**src/rtl/dts_pkg.sv**
```systemverilog
`default_nettype none
package dts_pkg;
    // register indexes; byte address is four times the index
    localparam int         IDX_W      = 8;
    localparam logic [7:0] IDX_CTRL1  = 8'h20;
    localparam logic [7:0] IDX_STATUS = 8'h21;
    localparam logic [7:0] IDX_COUNT  = 8'h22;
    localparam logic [7:0] IDX_SHARED = 8'h27;
    localparam logic [7:0] IDX_WIN    = 8'h28;
    localparam int         NUM_CMP    = 4;
    // debug_control_one fields
    localparam int C1_ARM   = 7;
    localparam int C1_TRACE = 5;
    localparam int C1_BRK   = 3;
    // debug_status fields
    localparam int ST_TBF   = 7;
    // comparator_control fields
    localparam int CC_SZE   = 7;
    localparam int CC_NDB   = 6;
    localparam int CC_TAG   = 5;
    localparam int CC_BRK   = 4;
    localparam int CC_RW    = 3;
    localparam int CC_RWE   = 2;
    localparam int CC_EN    = 0;
    // window byte offsets
    localparam logic [2:0] WOFF_CTL = 3'h0;
    localparam logic [2:0] WOFF_AH  = 3'h1;
    localparam logic [2:0] WOFF_AM  = 3'h2;
    localparam logic [2:0] WOFF_AL  = 3'h3;
    localparam logic [2:0] WOFF_DH  = 3'h4;
    localparam logic [2:0] WOFF_DL  = 3'h5;
    localparam logic [2:0] WOFF_MH  = 3'h6;
    localparam logic [2:0] WOFF_ML  = 3'h7;
    // trace buffer depth in lines
    localparam logic [6:0] TRACE_LINES = 7'h40;
    // reset values
    localparam logic [6:0] CTRL1_RST = 7'h00;
    localparam logic [3:0] SC_RST    = 4'h0;
    // sequencer state flag codes
    localparam logic [2:0] SSF_S0  = 3'h0;
    localparam logic [2:0] SSF_S1  = 3'h1;
    localparam logic [2:0] SSF_S2  = 3'h2;
    localparam logic [2:0] SSF_S3  = 3'h3;
    localparam logic [2:0] SSF_FIN = 3'h4;
    // sequencer states, gray along state0-1-2-3-final
    typedef enum logic [2:0] {
        SQ_IDLE = 3'b000,
        SQ_S1   = 3'b001,
        SQ_S2   = 3'b011,
        SQ_S3   = 3'b010,
        SQ_FIN  = 3'b110
    } dts_seq_type;
    // one monitored bus cycle
    typedef struct packed {
        logic        valid;
        logic        rd;
        logic        byte_sz;
        logic [23:0] addr;
        logic [15:0] data;
    } dts_mon_type;
endpackage
`default_nettype wire

```
**src/rtl/dts_top.sv**
```systemverilog
`timescale 1ns/1ps
`default_nettype none
module dts_top
#(
    parameter int PADDR_W = 12
)
(
    // clock and resets
    input  wire logic                 pclk,
    input  wire logic                 presetn,
    input  wire logic                 sys_reset_n,
    // apb slave
    input  wire logic [PADDR_W-1:0]   paddr,
    input  wire logic                 psel,
    input  wire logic                 penable,
    input  wire logic                 pwrite,
    input  wire logic [31:0]          pwdata,
    output logic      [31:0]          prdata,
    output logic                      pready,
    output logic                      pslverr,
    // monitored bus and execution tags
    input  wire dts_pkg::dts_mon_type mon,
    input  wire logic [3:0]           exec_tag,
    // core side
    output logic                      brk_request,
    output logic                      dbg_armed
);
    import dts_pkg::*;

    // config state
    logic [6:0]  ctrl1_ff;
    logic [6:0]  nxt_ctrl1;
    logic [3:0]  sc_ff     [3];
    logic [3:0]  nxt_sc    [3];
    logic [7:0]  cmp_ctl_ff [NUM_CMP];
    logic [7:0]  nxt_cmp_ctl[NUM_CMP];
    logic [23:0] cmp_adr_ff [NUM_CMP];
    logic [23:0] nxt_cmp_adr[NUM_CMP];
    logic [15:0] cmp_dat_ff [NUM_CMP];
    logic [15:0] nxt_cmp_dat[NUM_CMP];
    logic [15:0] cmp_msk_ff [NUM_CMP];
    logic [15:0] nxt_cmp_msk[NUM_CMP];
    // session state
    logic        arm_ff;
    logic        nxt_arm;
    dts_seq_type seq_ff;
    dts_seq_type nxt_seq;
    logic [2:0]  ssf_ff;
    logic [2:0]  nxt_ssf;
    logic        tbf_ff;
    logic        nxt_tbf;
    logic [6:0]  cnt_ff;
    logic [6:0]  nxt_cnt;
    logic [3:0]  mflag_ff;
    logic [3:0]  nxt_mflag;
    logic [3:0]  tag_ff;
    logic [3:0]  nxt_tag;
    logic        brk_ff;
    logic        nxt_brk;
    // bus answer state
    logic        pready_ff;
    logic        nxt_pready;
    logic        pslverr_ff;
    logic        nxt_pslverr;
    logic [31:0] prdata_ff;
    logic [31:0] nxt_prdata;
    // decode and match wires
    logic [7:0]  idx;
    logic [1:0]  bank;
    logic        wr_en;
    logic [3:0]  hit;
    logic [3:0]  imm;
    logic [3:0]  tag_set;
    logic [7:0]  rd_val;

    assign idx   = paddr[IDX_W+1:2];
    assign bank  = ctrl1_ff[1:0];
    assign wr_en = psel & penable & pwrite & pready_ff;

    // register present at index for current bank
    function automatic logic reg_mapped(input logic [7:0] i, input logic [1:0] b);
        logic win;
        win = (i >= IDX_WIN) && (i < IDX_WIN + 8'h08);
        return (i == IDX_CTRL1) || (i == IDX_STATUS) || (i == IDX_COUNT)
            || (i == IDX_SHARED) || (win && (!b[0] || (i[2:0] < WOFF_DH)));
    endfunction

    // state flag value of a sequencer state
    function automatic logic [2:0] ssf_of(input dts_seq_type s);
        logic [2:0] r;
        r = SSF_S0;
        unique case (s)
            SQ_IDLE: r = SSF_S0;
            SQ_S1:   r = SSF_S1;
            SQ_S2:   r = SSF_S2;
            SQ_S3:   r = SSF_S3;
            SQ_FIN:  r = SSF_FIN;
        endcase
        return r;
    endfunction

    // destination of a match on channel ch; SQ_IDLE means no move
    function automatic dts_seq_type dest_of(input dts_seq_type s, input logic [3:0] c,
                                            input logic [1:0] ch);
        dts_seq_type d;
        d = SQ_IDLE;
        if (s == SQ_S1)
        begin
            case (c)
                4'h7: d = (ch == 2'h1) ? SQ_S3 : (ch == 2'h0) ? SQ_FIN : SQ_IDLE;
                4'h8: d = (ch == 2'h0) ? SQ_S2 : (ch == 2'h2) ? SQ_S3 : SQ_IDLE;
                4'h9: d = (ch == 2'h2) ? SQ_S3 : (ch == 2'h0) ? SQ_FIN : SQ_IDLE;
                4'hA: d = (ch == 2'h1) ? SQ_S2 : (ch == 2'h3) ? SQ_S3 : SQ_IDLE;
                4'hB: d = (ch == 2'h3) ? SQ_S3 : (ch == 2'h1) ? SQ_FIN : SQ_IDLE;
                4'hC: d = (ch != 2'h3) ? SQ_S2 : SQ_IDLE;
                4'hD, 4'hE, 4'hF: d = SQ_IDLE;
                default: d = SQ_S2;
            endcase
        end
        else if (s == SQ_S2)
        begin
            case (c)
                4'h0: d = SQ_S1;
                4'h1: d = SQ_S3;
                4'h2: d = SQ_FIN;
                4'h3: d = (ch == 2'h3) ? SQ_S1 : SQ_IDLE;
                4'h4: d = (ch == 2'h3) ? SQ_S3 : SQ_IDLE;
                default: d = SQ_IDLE;
            endcase
        end
        else if (s == SQ_S3)
        begin
            case (c)
                4'h0: d = SQ_S1;
                4'h1: d = SQ_S2;
                4'h2: d = SQ_FIN;
                default: d = SQ_IDLE;
            endcase
        end
        return d;
    endfunction

    // pick the winner among simultaneous matches
    function automatic dts_seq_type pick(input dts_seq_type s, input logic [3:0] c,
                                         input logic [3:0] h);
        dts_seq_type d;
        dts_seq_type t;
        logic        fin;
        d   = SQ_IDLE;
        fin = 1'b0;
        for (int i = NUM_CMP - 1; i >= 0; i--)
        begin
            t = dest_of(s, c, 2'(i));
            if (h[i] && (t == SQ_FIN))
                fin = 1'b1;
            else if (h[i] && (t != SQ_IDLE))
                d = t;
        end
        return fin ? SQ_FIN : d;
    endfunction

    // per-comparator match logic
    for (genvar g = 0; g < NUM_CMP; g++)
    begin : g_cmp
        logic       aeq;
        logic       rw_ok;
        logic       dat_ok;
        logic       sz_ok;
        logic [7:0] cc;
        assign cc     = cmp_ctl_ff[g];
        assign aeq    = mon.valid & (mon.addr == cmp_adr_ff[g]);
        assign rw_ok  = ~cc[CC_RWE] | (cc[CC_RW] == mon.rd);
        assign dat_ok = (g % 2 != 0)
                      | ((|((mon.data ^ cmp_dat_ff[g]) & cmp_msk_ff[g])) == cc[CC_NDB]);
        assign sz_ok  = (g % 2 == 0) | ~cc[CC_SZE] | (cc[CC_NDB] == mon.byte_sz);
        // tagged channels fire when the tagged opcode executes
        assign hit[g] = arm_ff & cc[CC_EN] & (cc[CC_TAG] ? (tag_ff[g] & exec_tag[g])
                      : (aeq & rw_ok & dat_ok & sz_ok));
        assign imm[g] = hit[g] & cc[CC_BRK];
        assign tag_set[g] = arm_ff & cc[CC_EN] & cc[CC_TAG] & aeq;
    end

    // config next values
    always_comb
    begin
        nxt_ctrl1   = ctrl1_ff;
        nxt_sc      = sc_ff;
        nxt_cmp_ctl = cmp_ctl_ff;
        nxt_cmp_adr = cmp_adr_ff;
        nxt_cmp_dat = cmp_dat_ff;
        nxt_cmp_msk = cmp_msk_ff;
        if (wr_en && (idx == IDX_CTRL1))
            nxt_ctrl1 = pwdata[6:0];
        if (wr_en && !arm_ff && (idx == IDX_SHARED) && (bank != 2'h3))
            nxt_sc[bank] = pwdata[3:0];
        if (wr_en && !arm_ff && reg_mapped(idx, bank) && (idx >= IDX_WIN))
        begin
            unique case (idx[2:0])
                WOFF_CTL: nxt_cmp_ctl[bank]        = pwdata[7:0];
                WOFF_AH:  nxt_cmp_adr[bank][23:16] = pwdata[7:0];
                WOFF_AM:  nxt_cmp_adr[bank][15:8]  = pwdata[7:0];
                WOFF_AL:  nxt_cmp_adr[bank][7:0]   = pwdata[7:0];
                WOFF_DH:  nxt_cmp_dat[bank][15:8]  = pwdata[7:0];
                WOFF_DL:  nxt_cmp_dat[bank][7:0]   = pwdata[7:0];
                WOFF_MH:  nxt_cmp_msk[bank][15:8]  = pwdata[7:0];
                WOFF_ML:  nxt_cmp_msk[bank][7:0]   = pwdata[7:0];
            endcase
        end
        if (!sys_reset_n)
        begin
            nxt_ctrl1 = CTRL1_RST;
            for (int i = 0; i < 3; i++)
                nxt_sc[i] = SC_RST;
        end
    end

    // config registers
    always_ff @(posedge pclk or negedge presetn)
    begin
        if (!presetn)
        begin
            ctrl1_ff <= CTRL1_RST;
            for (int i = 0; i < 3; i++)
                sc_ff[i] <= SC_RST;
            for (int i = 0; i < NUM_CMP; i++)
            begin
                cmp_ctl_ff[i] <= 8'h00;
                cmp_adr_ff[i] <= 24'h000000;
                cmp_dat_ff[i] <= 16'h0000;
                cmp_msk_ff[i] <= 16'h0000;
            end
        end
        else
        begin
            ctrl1_ff   <= nxt_ctrl1;
            sc_ff      <= nxt_sc;
            cmp_ctl_ff <= nxt_cmp_ctl;
            cmp_adr_ff <= nxt_cmp_adr;
            cmp_dat_ff <= nxt_cmp_dat;
            cmp_msk_ff <= nxt_cmp_msk;
        end
    end

    // session next values
    always_comb
    begin
        dts_seq_type tgt;
        logic        ends;
        logic        full;
        tgt       = pick(seq_ff, (seq_ff == SQ_S1) ? sc_ff[0]
                                : (seq_ff == SQ_S2) ? sc_ff[1] : sc_ff[2], hit);
        ends      = arm_ff & ((|imm) | ((seq_ff == SQ_FIN)
                  & (~ctrl1_ff[C1_TRACE] | tbf_ff)));
        full      = 1'b0;
        nxt_arm   = arm_ff;
        nxt_seq   = seq_ff;
        nxt_ssf   = ssf_ff;
        nxt_tbf   = tbf_ff;
        nxt_cnt   = cnt_ff;
        nxt_mflag = mflag_ff | hit;
        nxt_brk   = 1'b0;
        for (int i = 0; i < NUM_CMP; i++)
            nxt_tag[i] = tag_set[i] | (tag_ff[i] & arm_ff & ~exec_tag[i]);
        // trace line count wraps at buffer depth
        if (arm_ff && ctrl1_ff[C1_TRACE] && mon.valid)
        begin
            full    = (cnt_ff == TRACE_LINES - 7'h01);
            nxt_cnt = full ? 7'h00 : cnt_ff + 7'h01;
        end
        // sequencer step or internal end of session
        if (ends)
        begin
            nxt_arm = 1'b0;
            nxt_seq = SQ_IDLE;
            nxt_ssf = SSF_S0;
            nxt_brk = ctrl1_ff[C1_BRK];
        end
        else if (arm_ff && (tgt != SQ_IDLE))
        begin
            nxt_seq = tgt;
            nxt_ssf = ssf_of(tgt);
        end
        // software arm and disarm
        if (wr_en && (idx == IDX_CTRL1))
        begin
            nxt_arm = pwdata[C1_ARM];
            if (pwdata[C1_ARM])
            begin
                nxt_seq   = SQ_S1;
                nxt_ssf   = SSF_S1;
                nxt_tbf   = 1'b0;
                nxt_cnt   = 7'h00;
                nxt_mflag = 4'h0;
                nxt_tag   = 4'h0;
            end
            else
                nxt_seq = SQ_IDLE;
        end
        if (full)
            nxt_tbf = 1'b1;
        // system reset other than power-on keeps trace full
        if (!sys_reset_n)
        begin
            nxt_arm   = 1'b0;
            nxt_seq   = SQ_IDLE;
            nxt_ssf   = SSF_S0;
            nxt_cnt   = 7'h00;
            nxt_mflag = 4'h0;
            nxt_tag   = 4'h0;
            nxt_brk   = 1'b0;
            nxt_tbf   = tbf_ff;
        end
    end

    // session registers
    always_ff @(posedge pclk or negedge presetn)
    begin
        if (!presetn)
        begin
            arm_ff   <= 1'b0;
            seq_ff   <= SQ_IDLE;
            ssf_ff   <= SSF_S0;
            tbf_ff   <= 1'b0;
            cnt_ff   <= 7'h00;
            mflag_ff <= 4'h0;
            tag_ff   <= 4'h0;
            brk_ff   <= 1'b0;
        end
        else
        begin
            arm_ff   <= nxt_arm;
            seq_ff   <= nxt_seq;
            ssf_ff   <= nxt_ssf;
            tbf_ff   <= nxt_tbf;
            cnt_ff   <= nxt_cnt;
            mflag_ff <= nxt_mflag;
            tag_ff   <= nxt_tag;
            brk_ff   <= nxt_brk;
        end
    end

    // read mux
    always_comb
    begin
        rd_val = 8'h00;
        if (idx == IDX_CTRL1)
            rd_val = {arm_ff, ctrl1_ff};
        else if (idx == IDX_STATUS)
            rd_val = {tbf_ff, 4'h0, ssf_ff};
        else if (idx == IDX_COUNT)
            rd_val = {1'b0, cnt_ff};
        else if (idx == IDX_SHARED)
            rd_val = (bank == 2'h3) ? {4'h0, mflag_ff} : {4'h0, sc_ff[bank]};
        else if (reg_mapped(idx, bank))
        begin
            unique case (idx[2:0])
                WOFF_CTL: rd_val = cmp_ctl_ff[bank];
                WOFF_AH:  rd_val = cmp_adr_ff[bank][23:16];
                WOFF_AM:  rd_val = cmp_adr_ff[bank][15:8];
                WOFF_AL:  rd_val = cmp_adr_ff[bank][7:0];
                WOFF_DH:  rd_val = cmp_dat_ff[bank][15:8];
                WOFF_DL:  rd_val = cmp_dat_ff[bank][7:0];
                WOFF_MH:  rd_val = cmp_msk_ff[bank][15:8];
                WOFF_ML:  rd_val = cmp_msk_ff[bank][7:0];
            endcase
        end
    end

    // apb answer: one wait state, error on unmapped index
    always_comb
    begin
        nxt_pready  = psel & penable & ~pready_ff;
        nxt_pslverr = nxt_pready & ~reg_mapped(idx, bank);
        nxt_prdata  = (nxt_pready && !pwrite) ? {24'h000000, rd_val} : 32'h00000000;
    end

    // apb answer registers
    always_ff @(posedge pclk or negedge presetn)
    begin
        if (!presetn)
        begin
            pready_ff  <= 1'b0;
            pslverr_ff <= 1'b0;
            prdata_ff  <= 32'h00000000;
        end
        else
        begin
            pready_ff  <= nxt_pready;
            pslverr_ff <= nxt_pslverr;
            prdata_ff  <= nxt_prdata;
        end
    end

    // outputs from flip-flops
    assign pready      = pready_ff;
    assign pslverr     = pslverr_ff;
    assign prdata      = prdata_ff;
    assign brk_request = brk_ff;
    assign dbg_armed   = arm_ff;
endmodule
`default_nettype wire

```
**config.mk**
```make
export PLATFORM = sky130hd
export DESIGN_NAME = dts_top
export DESIGN_NICKNAME = d
export VERILOG_FILES = /design/src/rtl/dts_pkg.sv /design/src/rtl/dts_top.sv
export SDC_FILE = /design/constraint.sdc
export NUM_CORES = 1
export LEC_CHECK = 0
export ABC_AREA = 1
export CAP_MARGIN = 40
export CORE_MARGIN = 10
export CORE_UTILIZATION = 40
export DETAILED_ROUTE_END_ITERATION = 8
export DONT_BUFFER_PORTS = 1
export MAX_ROUTING_LAYER = met4
export PLACE_DENSITY = 0.56
export SLEW_MARGIN = 20
export SYNTH_ARGS = -nofsm -noshare
export SYNTH_HDL_FRONTEND = slang
export SYNTH_SLANG_ARGS = --single-unit
```
**constraint.sdc**
```tcl
create_clock -name pclk -period 3.4 [get_ports pclk]
set_clock_uncertainty 0.2 [all_clocks]
set_input_delay 0.34 -clock pclk [delete_from_list [all_inputs] [get_ports pclk]]
set_output_delay 0.34 -clock pclk [all_outputs]
set_load 0.02 [all_outputs]
```
==> results of run 1 <==
## cell usage in the layout (no fill, tap or decap), types with 5 or more instances in the layout
master           n
a21oi_1        115
a22oi_1         64
buf_4           38
clkbuf_1         9
clkbuf_16       37
clkbuf_8        10
conb_1          24
dfrtp_1        309
dlygate4sd3_1   21
inv_1          222
inv_2           19
nand2_1        487
nand2_2         16
nand3_1         91
nand3_2          8
nand3b_1         5
nand4_1         43
nor2_1         177
nor2_2          11
nor2_4           7
nor3_1          20
o211ai_1        10
o21ai_0         99
o21ai_1        102
o22ai_1         77
or2_2           16
xnor2_1         10
xor2_1          17
## path summary, 6_finish.rpt
kind / start / end / cells past startpoint
worst max-delay path: ctrl1_ff[0] / prdata[0] / 12
worst min-delay path: presetn / sc_ff[6] / 0
worst max register to register: ctrl1_ff[0] / prdata[0] / 12
worst min register to register: cmp_msk_ff[37] / cmp_msk_ff[37] / 0
max in group asynchronous: presetn / cmp_adr_ff[55] / 0
min in group pclk: pwdata[2] / cmp_dat_ff[26] / 2
## metrics by stage
stage / hold slack [ps] / std cells / power, mW / util (%) / cell area (um2)
after CTS: -711 / 2647 / 8.10 / 44.7 / 18200
after global routing: -705 / 2650 / 8.29 / 44.8 / 18200
after floorplan: -156 / 2152 / 3.97 / - / 16600
after global placement: -120 / 2560 / 4.04 / 41.1 / 16700
final: -688 / 2651 / 8.05 / 44.8 / 18200
after detailed placement: -120 / 2562 / 4.04 / 41.2 / 16800
## final cells by class
type / count / area, um2
Fill cell: 4082 / 22500
Sequential cell: 309 / 7730
Multi-Input combinational cell: 1436 / 7090
Clock buffer: 56 / 1100
Inverter: 244 / 918
Tap cell: 532 / 666
Timing Repair Buffer: 65 / 618
Clock inverter: 8 / 116
Antenna cell: 1 / 2.50
## power by group through the flow
stage          combinational [mW]  clock [mW]  sequential [mW]
2_1_floorplan               0.214           0             3.76
3_3_place_gp                0.280           0             3.76
3_5_place_dp                0.286           0             3.76
4_1_cts                     0.330        4.08             3.69
5_1_grt                     0.360        4.24             3.69
6_report                    0.337        4.02             3.69
## cells in the mapped netlist, drive strengths merged (2+ instances only)
master,number
a211oi,4
a21boi,2
a21oi,117
a221oi,2
a22oi,64
a31oi,2
a41oi,4
buf,55
clkbuf,107
clkinv,3
dfrtp,309
inv,241
mux2,2
nand2,504
nand3,101
nand3b,5
nand4,44
nor2,195
nor3,22
nor4,3
o211ai,10
o21ai,203
o22ai,77
o2bb2ai,3
or2,16
xnor2,10
xor2,17
## state kept, by name (all words and copies together) (netlist names)
signal	flops
dbg_armed	1
tag_ff	4
cnt_ff	7
mflag_ff	4
cmp_adr_ff	96
seq_ff	3
pready	1
sc_ff	12
prdata	8
ssf_ff	3
pslverr	1
g_cmp.cc	32
brk_request	1
ctrl1_ff	7
cmp_dat_ff	64
cmp_msk_ff	64
tbf_ff	1
## timing repair
| action | 4_1_cts | 5_1_grt |
|---|---|---|
| endpoints found under the hold margin | 442 | 309 |
| gates resized for setup | 0 | 1 |
| setup buffers | 0 | 3 |
| setup endpoints to repair | 0 | 1 |
## cells by family (layout without fill, tap and decap cells)
group / count (synthesis) / count (layout) / share of synthesized area [%]
XOR/XNOR: 27 / 27 / 1.44
other: 1 / 25 / 0.0228
multiplexers: 2 / 2 / 0.137
buffers and inverters: 407 / 373 / 10.6
AO/OA/AOI/OAI: 490 / 490 / 17.0
AND/OR/NAND/NOR: 892 / 892 / 23.7
flip-flops: 309 / 309 / 47.0
adder cells (fa/ha/maj): 1 / 1 / 0.0760
## per-layer routing
metal | vias up | global-route usage (%) | share of wire, %
met5 | - | - | 0
met4 | 0 | 7.91 | 2.9
met3 | 103 | 4.39 | 8.1
met2 | 564 | 37.0 | 46
met1 | 7106 | 31.6 | 43
li1 | 6884 | - | -
==> results.md, run 1 <==
- Die Wd: around 220 um
- Initial Util: 40.4%
- Via count: 14.7k
- Vias/cell: 5.53
- VDD IR-drop max: 424 uV
- First-pass GRT wire length: about 90000 um
- Leakage: 8.57 nW
- Latest clock arrival within the worst-skew pair: 570 ps
- Slew HR: a little under a quarter
- Place WS: 300 ps
- Clock Sinks: a little over 300
- FMAX: 0.307 GHz
- Synth top area share: a little under half
- Post-synthesis sequential area ratio: 47.0%
- Mapped Area: about 0.016 mm2
- Switching power: 1.89 mW
- Design internal power: 6.16 mW
- Startpoint Class: flop
- Final setup TNS: 0 ps
- Fraction of registers with async set or reset after synthesis: 100%
- Buf+Inv Stages, Crit Path: 2
- Hold Crit Class: in2async
- ANT nets after route: 0
- EDFF count, synth: 0
- CTS tree: yes
- Die H: between 200 and 250 um
- Switching share of power: around a quarter
- Kind of critical path: reg2reg
- Port bufs: 0
- CTS max path bufs: 3
- Synth Warn #: 0
- Largest stage delay on the critical path: 460 ps
- Remaining routing DRC violations: 0
- Failing checks: negative hold slack
- Crit path time final: 3260 ps
- Vias in the first global route: 14.2k
- H-tree depth: 2
- FF+latch count, synth: 309
- Synthesized area per cell: 7.73 um2
- Wire per inst: 22.4 um
- Largest net degree at the start of global routing: 310
- Power per standard cell area: 441 mW/mm2
- Area contributors post-synth: dfrtp_1 47%, nand2_1 11%, inv_1 5.1%
- DP HPWL: 42500 um
- Combinational share of power: 4.2%
- # setup viols final: 0
- CP top delay family: simple AND/OR/NAND/NOR gates
- Status: finished with violations
- Worst Path Required: 3650 ps
- Final wirelength: 59300 um
- Post-synth top area cell: dfrtp_1
- Transition time of the tightest slew-check pin: 1160 ps
- CP max-delay cell: dfrtp_1
- Top cell by count, worst path: nand2_1
- Post-Syn Instances: 2129
- Cts bufs inserted: 37
- Worst path cell trace: inv_1 -> nand2_1 -> buf_4 -> o2bb2ai_1 -> o21ai_0 -> nand2_1 -> nor3_1 -> nand4_1 -> o211ai_1 -> nand2_1 -> o211ai_1 -> a21oi_1
- TritonRoute pass-1 iters: 5
- Slew Viols, Final: 0
- Nets: 2191
- Unrepaired setup endpoints after global routing: false
- Netlist cell types: 53
- Ys flop type: dfrtp_1
- Die ar.: roughly 0.05 mm2
- Clock Power Share: 49.9%
- CTS Root Cell: clkbuf_16
- Worst hold slack: -688 ps
- Critical path capture point type: flop
- Final hold violation count: 310
- R2R Setup Slk: 140 ps
- Ports: 133
- Grt ovf: 0
- Share of cells above drive strength 1: 8.97%
- GRT Total Usage: 24.1%
- Drt first-iter violations: 1594
- Max cap viols: 0
- Core Region: 0.0407 mm2
- Floorplan row count: 74
- CP Data Arrival Time: 3500 ps
- Worst-path fanout max: 28
- Initial antenna violation count: 1
- Area delta synth->final: 10.8%
- Period utilization: 95.7%
- Clock-pin slew on the worst setup and hold paths: 60 ps
- # hold bufs at CTS: 21
- Setup WS post-layout: 145 ps
- GPL Wtd Cong: 0.964
- Fraction of power consumed by sequential logic: 45.9%
No activity file was read; power rests on OpenSTA's default activity.
==> run 2: changes to the inputs <==
Settings changed: ABC_AREA 1 to 0.
==> run 2 against run 1 <==
  * The flow still finishes with violations (negative hold slack)
  * Critical path depth fell by 1
  * Routed wire length down 17%
  * Die area shrank 0.15%
  * Cell count fell by 27%
  * Clock power is 1% lower
  * Highest routed layer unchanged
==> results.md, run 2 <==
- Netlist cell types: 79 (+49%)
- Kind of critical path: reg2reg
- Synth top area share: 47.0% (+0.079 points)
- Commonest non-fill, non-tap cell in the layout: dfrtp_1
- Final core utilization: 46.2% (+1.5 points)
- CTS tree: yes
- GR Util met1: 25.8% (-5.7 points)
- # hold bufs at CTS: 28 (+33%)
- Grt ovf: 0 (unchanged)
- Synthesized area per cell: 12.0 um2 (+55%)
- Nets: 1485 (-32%)
- Vias in the first global route: 11.2k (-21%)
- First-pass GRT wire length: 74100 um (-17%)
- Critical path capture point type: flop
- FMAX: 0.305 GHz (-0.56%)
- Clock-pin slew on the worst setup and hold paths: 60 ps (about the same)
- Total power: 7.97 mW (-0.99%)
- Synth Area in Compound Gates: 5.67% (-11 points)
- GR Layer Usage met2: 30.7% (-6.3 points)
- Footprint of the multi-input gates: 0.00807 mm2 (+14%)
- Synth Area in Simple Gates: 9.49% (-14 points)
- Mapped Area: 0.0164 mm2 (-0.17%)
- Initial Util: 40.3% (-0.068 points)
- Via count: 11.0k (-25%)
- XOR/XNOR Fraction of Synth Area: 7.51% (+6.1 points)
- Largest register FFs: 96 (unchanged)
- CTS max path bufs: 3 (unchanged)
- FF-to-FF Start: cmp_dat_ff[24]
- Final hold violation count: 309 (-0.32%)
- Period utilization: 96.3% (+0.54 points)
- Commonest cells after routing, fill and taps aside: 306 x dfrtp_1, 194 x mux2_2, 85 x buf_4
- Transition time of the tightest slew-check pin: 744 ps (-416 ps)
- Slew Viols, Final: 0 (unchanged)
- Die ar.: 0.0496 mm2 (-0.15%)
- CTS Root Cell: clkbuf_16
- Top flop regs: cmp_adr_ff x96, cmp_dat_ff x64, cmp_msk_ff x64
- FF+latch count, synth: 309 (unchanged)
- Initial antenna violation count: 2 (+1)
- Ports: 133 (unchanged)
- # setup viols final: 0 (unchanged)
- Max cap viols: 0 (unchanged)
- CP top delay family: simple AND/OR/NAND/NOR gates
- Failing checks: negative hold slack
- Vias/cell: 5.66 (+2.3%)
- Largest family of logic cells by synthesized area: multiplexers
- Worst Path Required: 3650 ps (about the same)
- Area delta synth->final: 14.6%
- Met3 Use GR: 5.63% (+1.2 points)
- CP Data Arrival Time: 3520 ps (+20 ps)
- Power per standard cell area: 423 mW/mm2 (-4.2%)
- Fillcell total: 3718 (-8.9%)
- Core Region: 0.0407 mm2 (unchanged)
- Setup WS post-layout: 126 ps (-18.3 ps)
- Die H: 223 um (about the same)
- Reg area: 0.00774 mm2 (+0.11%)
- Leakage: 8.41 nW (-1.8%)
- Post-Syn Instances: 1371 (-36%)
- Synth Warn #: 0 (unchanged)
- Largest stage delay on the critical path: 430 ps (-30 ps)
- Fraction of registers with async set or reset after synthesis: 100% (unchanged)
- Post-synth top area cell: dfrtp_1
- Latest clock arrival within the worst-skew pair: 560 ps (about the same)
- Critical path startpoint: cmp_dat_ff[24]
- ANT nets after route: 0 (unchanged)
- Remaining routing DRC violations: 0 (unchanged)
- Area contributors post-synth: dfrtp_1 47%, mux2_2 13%, mux4_2 9.7%
- Hold Crit Class: in2async
- Drt first-iter violations: 872 (-45%)
- Slew HR: 50.1% (+27 points)
- Wire per inst: 25.4 um (+14%)
- Buf+Inv Stages, Crit Path: 1 (-1)
- Cts bufs inserted: 36 (-2.7%)
- H-tree depth: 2 (unchanged)
- GRT Total Usage: 20.2% (-3.9 points)
- Worst hold slack: -684 ps (+4.43 ps)
- List of most frequent post-synthesis cells: 309 x dfrtp_1, 194 x mux2_2, 125 x clkbuf_1
- DP HPWL: 34900 um (-18%)
- Largest net degree at the start of global routing: 310 (unchanged)
- Count leader, synth: dfrtp_1
- Share of cells above drive strength 1: 32.4% (+23 points)
- Final setup TNS: 0 ps (unchanged)
- Unrepaired setup endpoints after global routing: false
- Floorplan row count: 74 (unchanged)
- Worst-path fanout max: 5 (-82%)
- Place WS: 10.7 ps (-289 ps)
- EDFF count, synth: 0 (unchanged)
- Die Wd: 223 um (about the same)
- Port bufs: 0 (unchanged)
- Crit path time final: 3270 ps (+18.3 ps)
- TritonRoute pass-1 iters: 5 (unchanged)
- Final wirelength: 49500 um (-17%)
- GPL Wtd Cong: 0.922 (-4.4%)
- Area share of fa/ha/maj cells after synthesis: 0.137% (+0.061 points)
- VDD IR-drop max: 375 uV (-12%)
- Post-synthesis sequential area ratio: 47.0% (+0.079 points)
- Ys flop type: dfrtp_1
- Multiplexer share of the synthesized area: 25.4% (+25 points)
- Largest reg by FF count: cmp_adr_ff
- Top Usage Layer GRT: met2
- CP max-delay cell: or3_1
- Startpoint Class: flop
- Status: finished with violations
- Worst path cell trace: xor2_1 -> a22oi_2 -> nand4_1 -> buf_4 -> or3_1 -> a221oi_1 -> nor4b_1 -> o221a_1 -> or3_4 -> and2_4 -> o31ai_2
- Clock Sinks: 309 (unchanged)
run 2: changes by cell type after synthesis, moves of 74 or more:
cell | before | now
nor2_1 | 178 | 66
o21ai_1 | 102 | 2
a21oi_1 | 115 | 29
nand2_1 | 487 | 66
mux2_2 | 2 | 194
xnor2_1 | 10 | 84
inv_1 | 222 | 8
run 2: area by class of cell:
cell class                      instances  area share, %
Timing Repair Buffer                  122           5.90
Clock buffer                           54           5.73
Tap cell                              532           3.53
Multi-Input combinational cell        908           42.8
Inverter                               10          0.199
Clock inverter                         10          0.691
Antenna cell                            1         0.0133
Sequential cell                       309           41.1
run 2: path summary, 6_finish.rpt:
check,slack (ps),cells past startpoint,end
setup / recovery,130,11,ssf_ff[0]
hold / removal,-680,0,cmp_dat_ff[37]
setup reg to reg,130,11,ssf_ff[0]
hold reg to reg,170,0,cmp_dat_ff[8]
max in group asynchronous,3150,0,g_cmp[2].cc[7]
min in group pclk,40,5,tag_ff[2]
run 2: routing by layer:
metal	up-vias	part of all wire (%)
li1	4879	-
met1	5744	43
met2	311	47
met3	71	7.3
met4	0	2.7
met5	-	0
run 2: metrics by stage:
| stage | std cells | cell area (um2) |
|---|---|---|
| after floorplan | 1394 | 16500 |
| after global placement | 1846 | 17200 |
| after detailed placement | 1847 | 17200 |
| after CTS | 1939 | 18700 |
| after global routing | 1946 | 18800 |
| final | 1946 | 18800 |
run 2: cells by family (layout without fill, tap and decap cells):
group | Yosys count | count (layout)
AO/OA/AOI/OAI | 143 | 143
XOR/XNOR | 141 | 141
adder cells (fa/ha/maj) | 2 | 2
buffers and inverters | 177 | 196
flip-flops | 309 | 309
multiplexers | 301 | 301
other | 1 | 25
AND/OR/NAND/NOR | 297 | 297
run 2: power by group:
group	internal, mW	switching (mW)	leakage [nW]	total (mW)
clock	2.37	1.61	0.601	3.97
sequential	3.68	0.00644	4.31	3.69
combinational	0.119	0.186	3.50	0.305
total	6.17	1.80	8.41	7.97
run 2: repair_timing:
action	4_1_cts	5_1_grt
endpoints found under the setup margin	0	5
hold endpoints to repair	546	309
resized for setup	0	14
buffers inserted	0	2
run 2: worst register-to-register path: stages, from the launching register on:
cell and delay (ps):
dfrtp_1 390, xor2_1 180, a22oi_2 270, nand4_1 110
buf_4 170, or3_1 430, a221oi_1 330, nor4b_1 100
o221a_1 280, or3_4 370, and2_4 150, o31ai_2 190
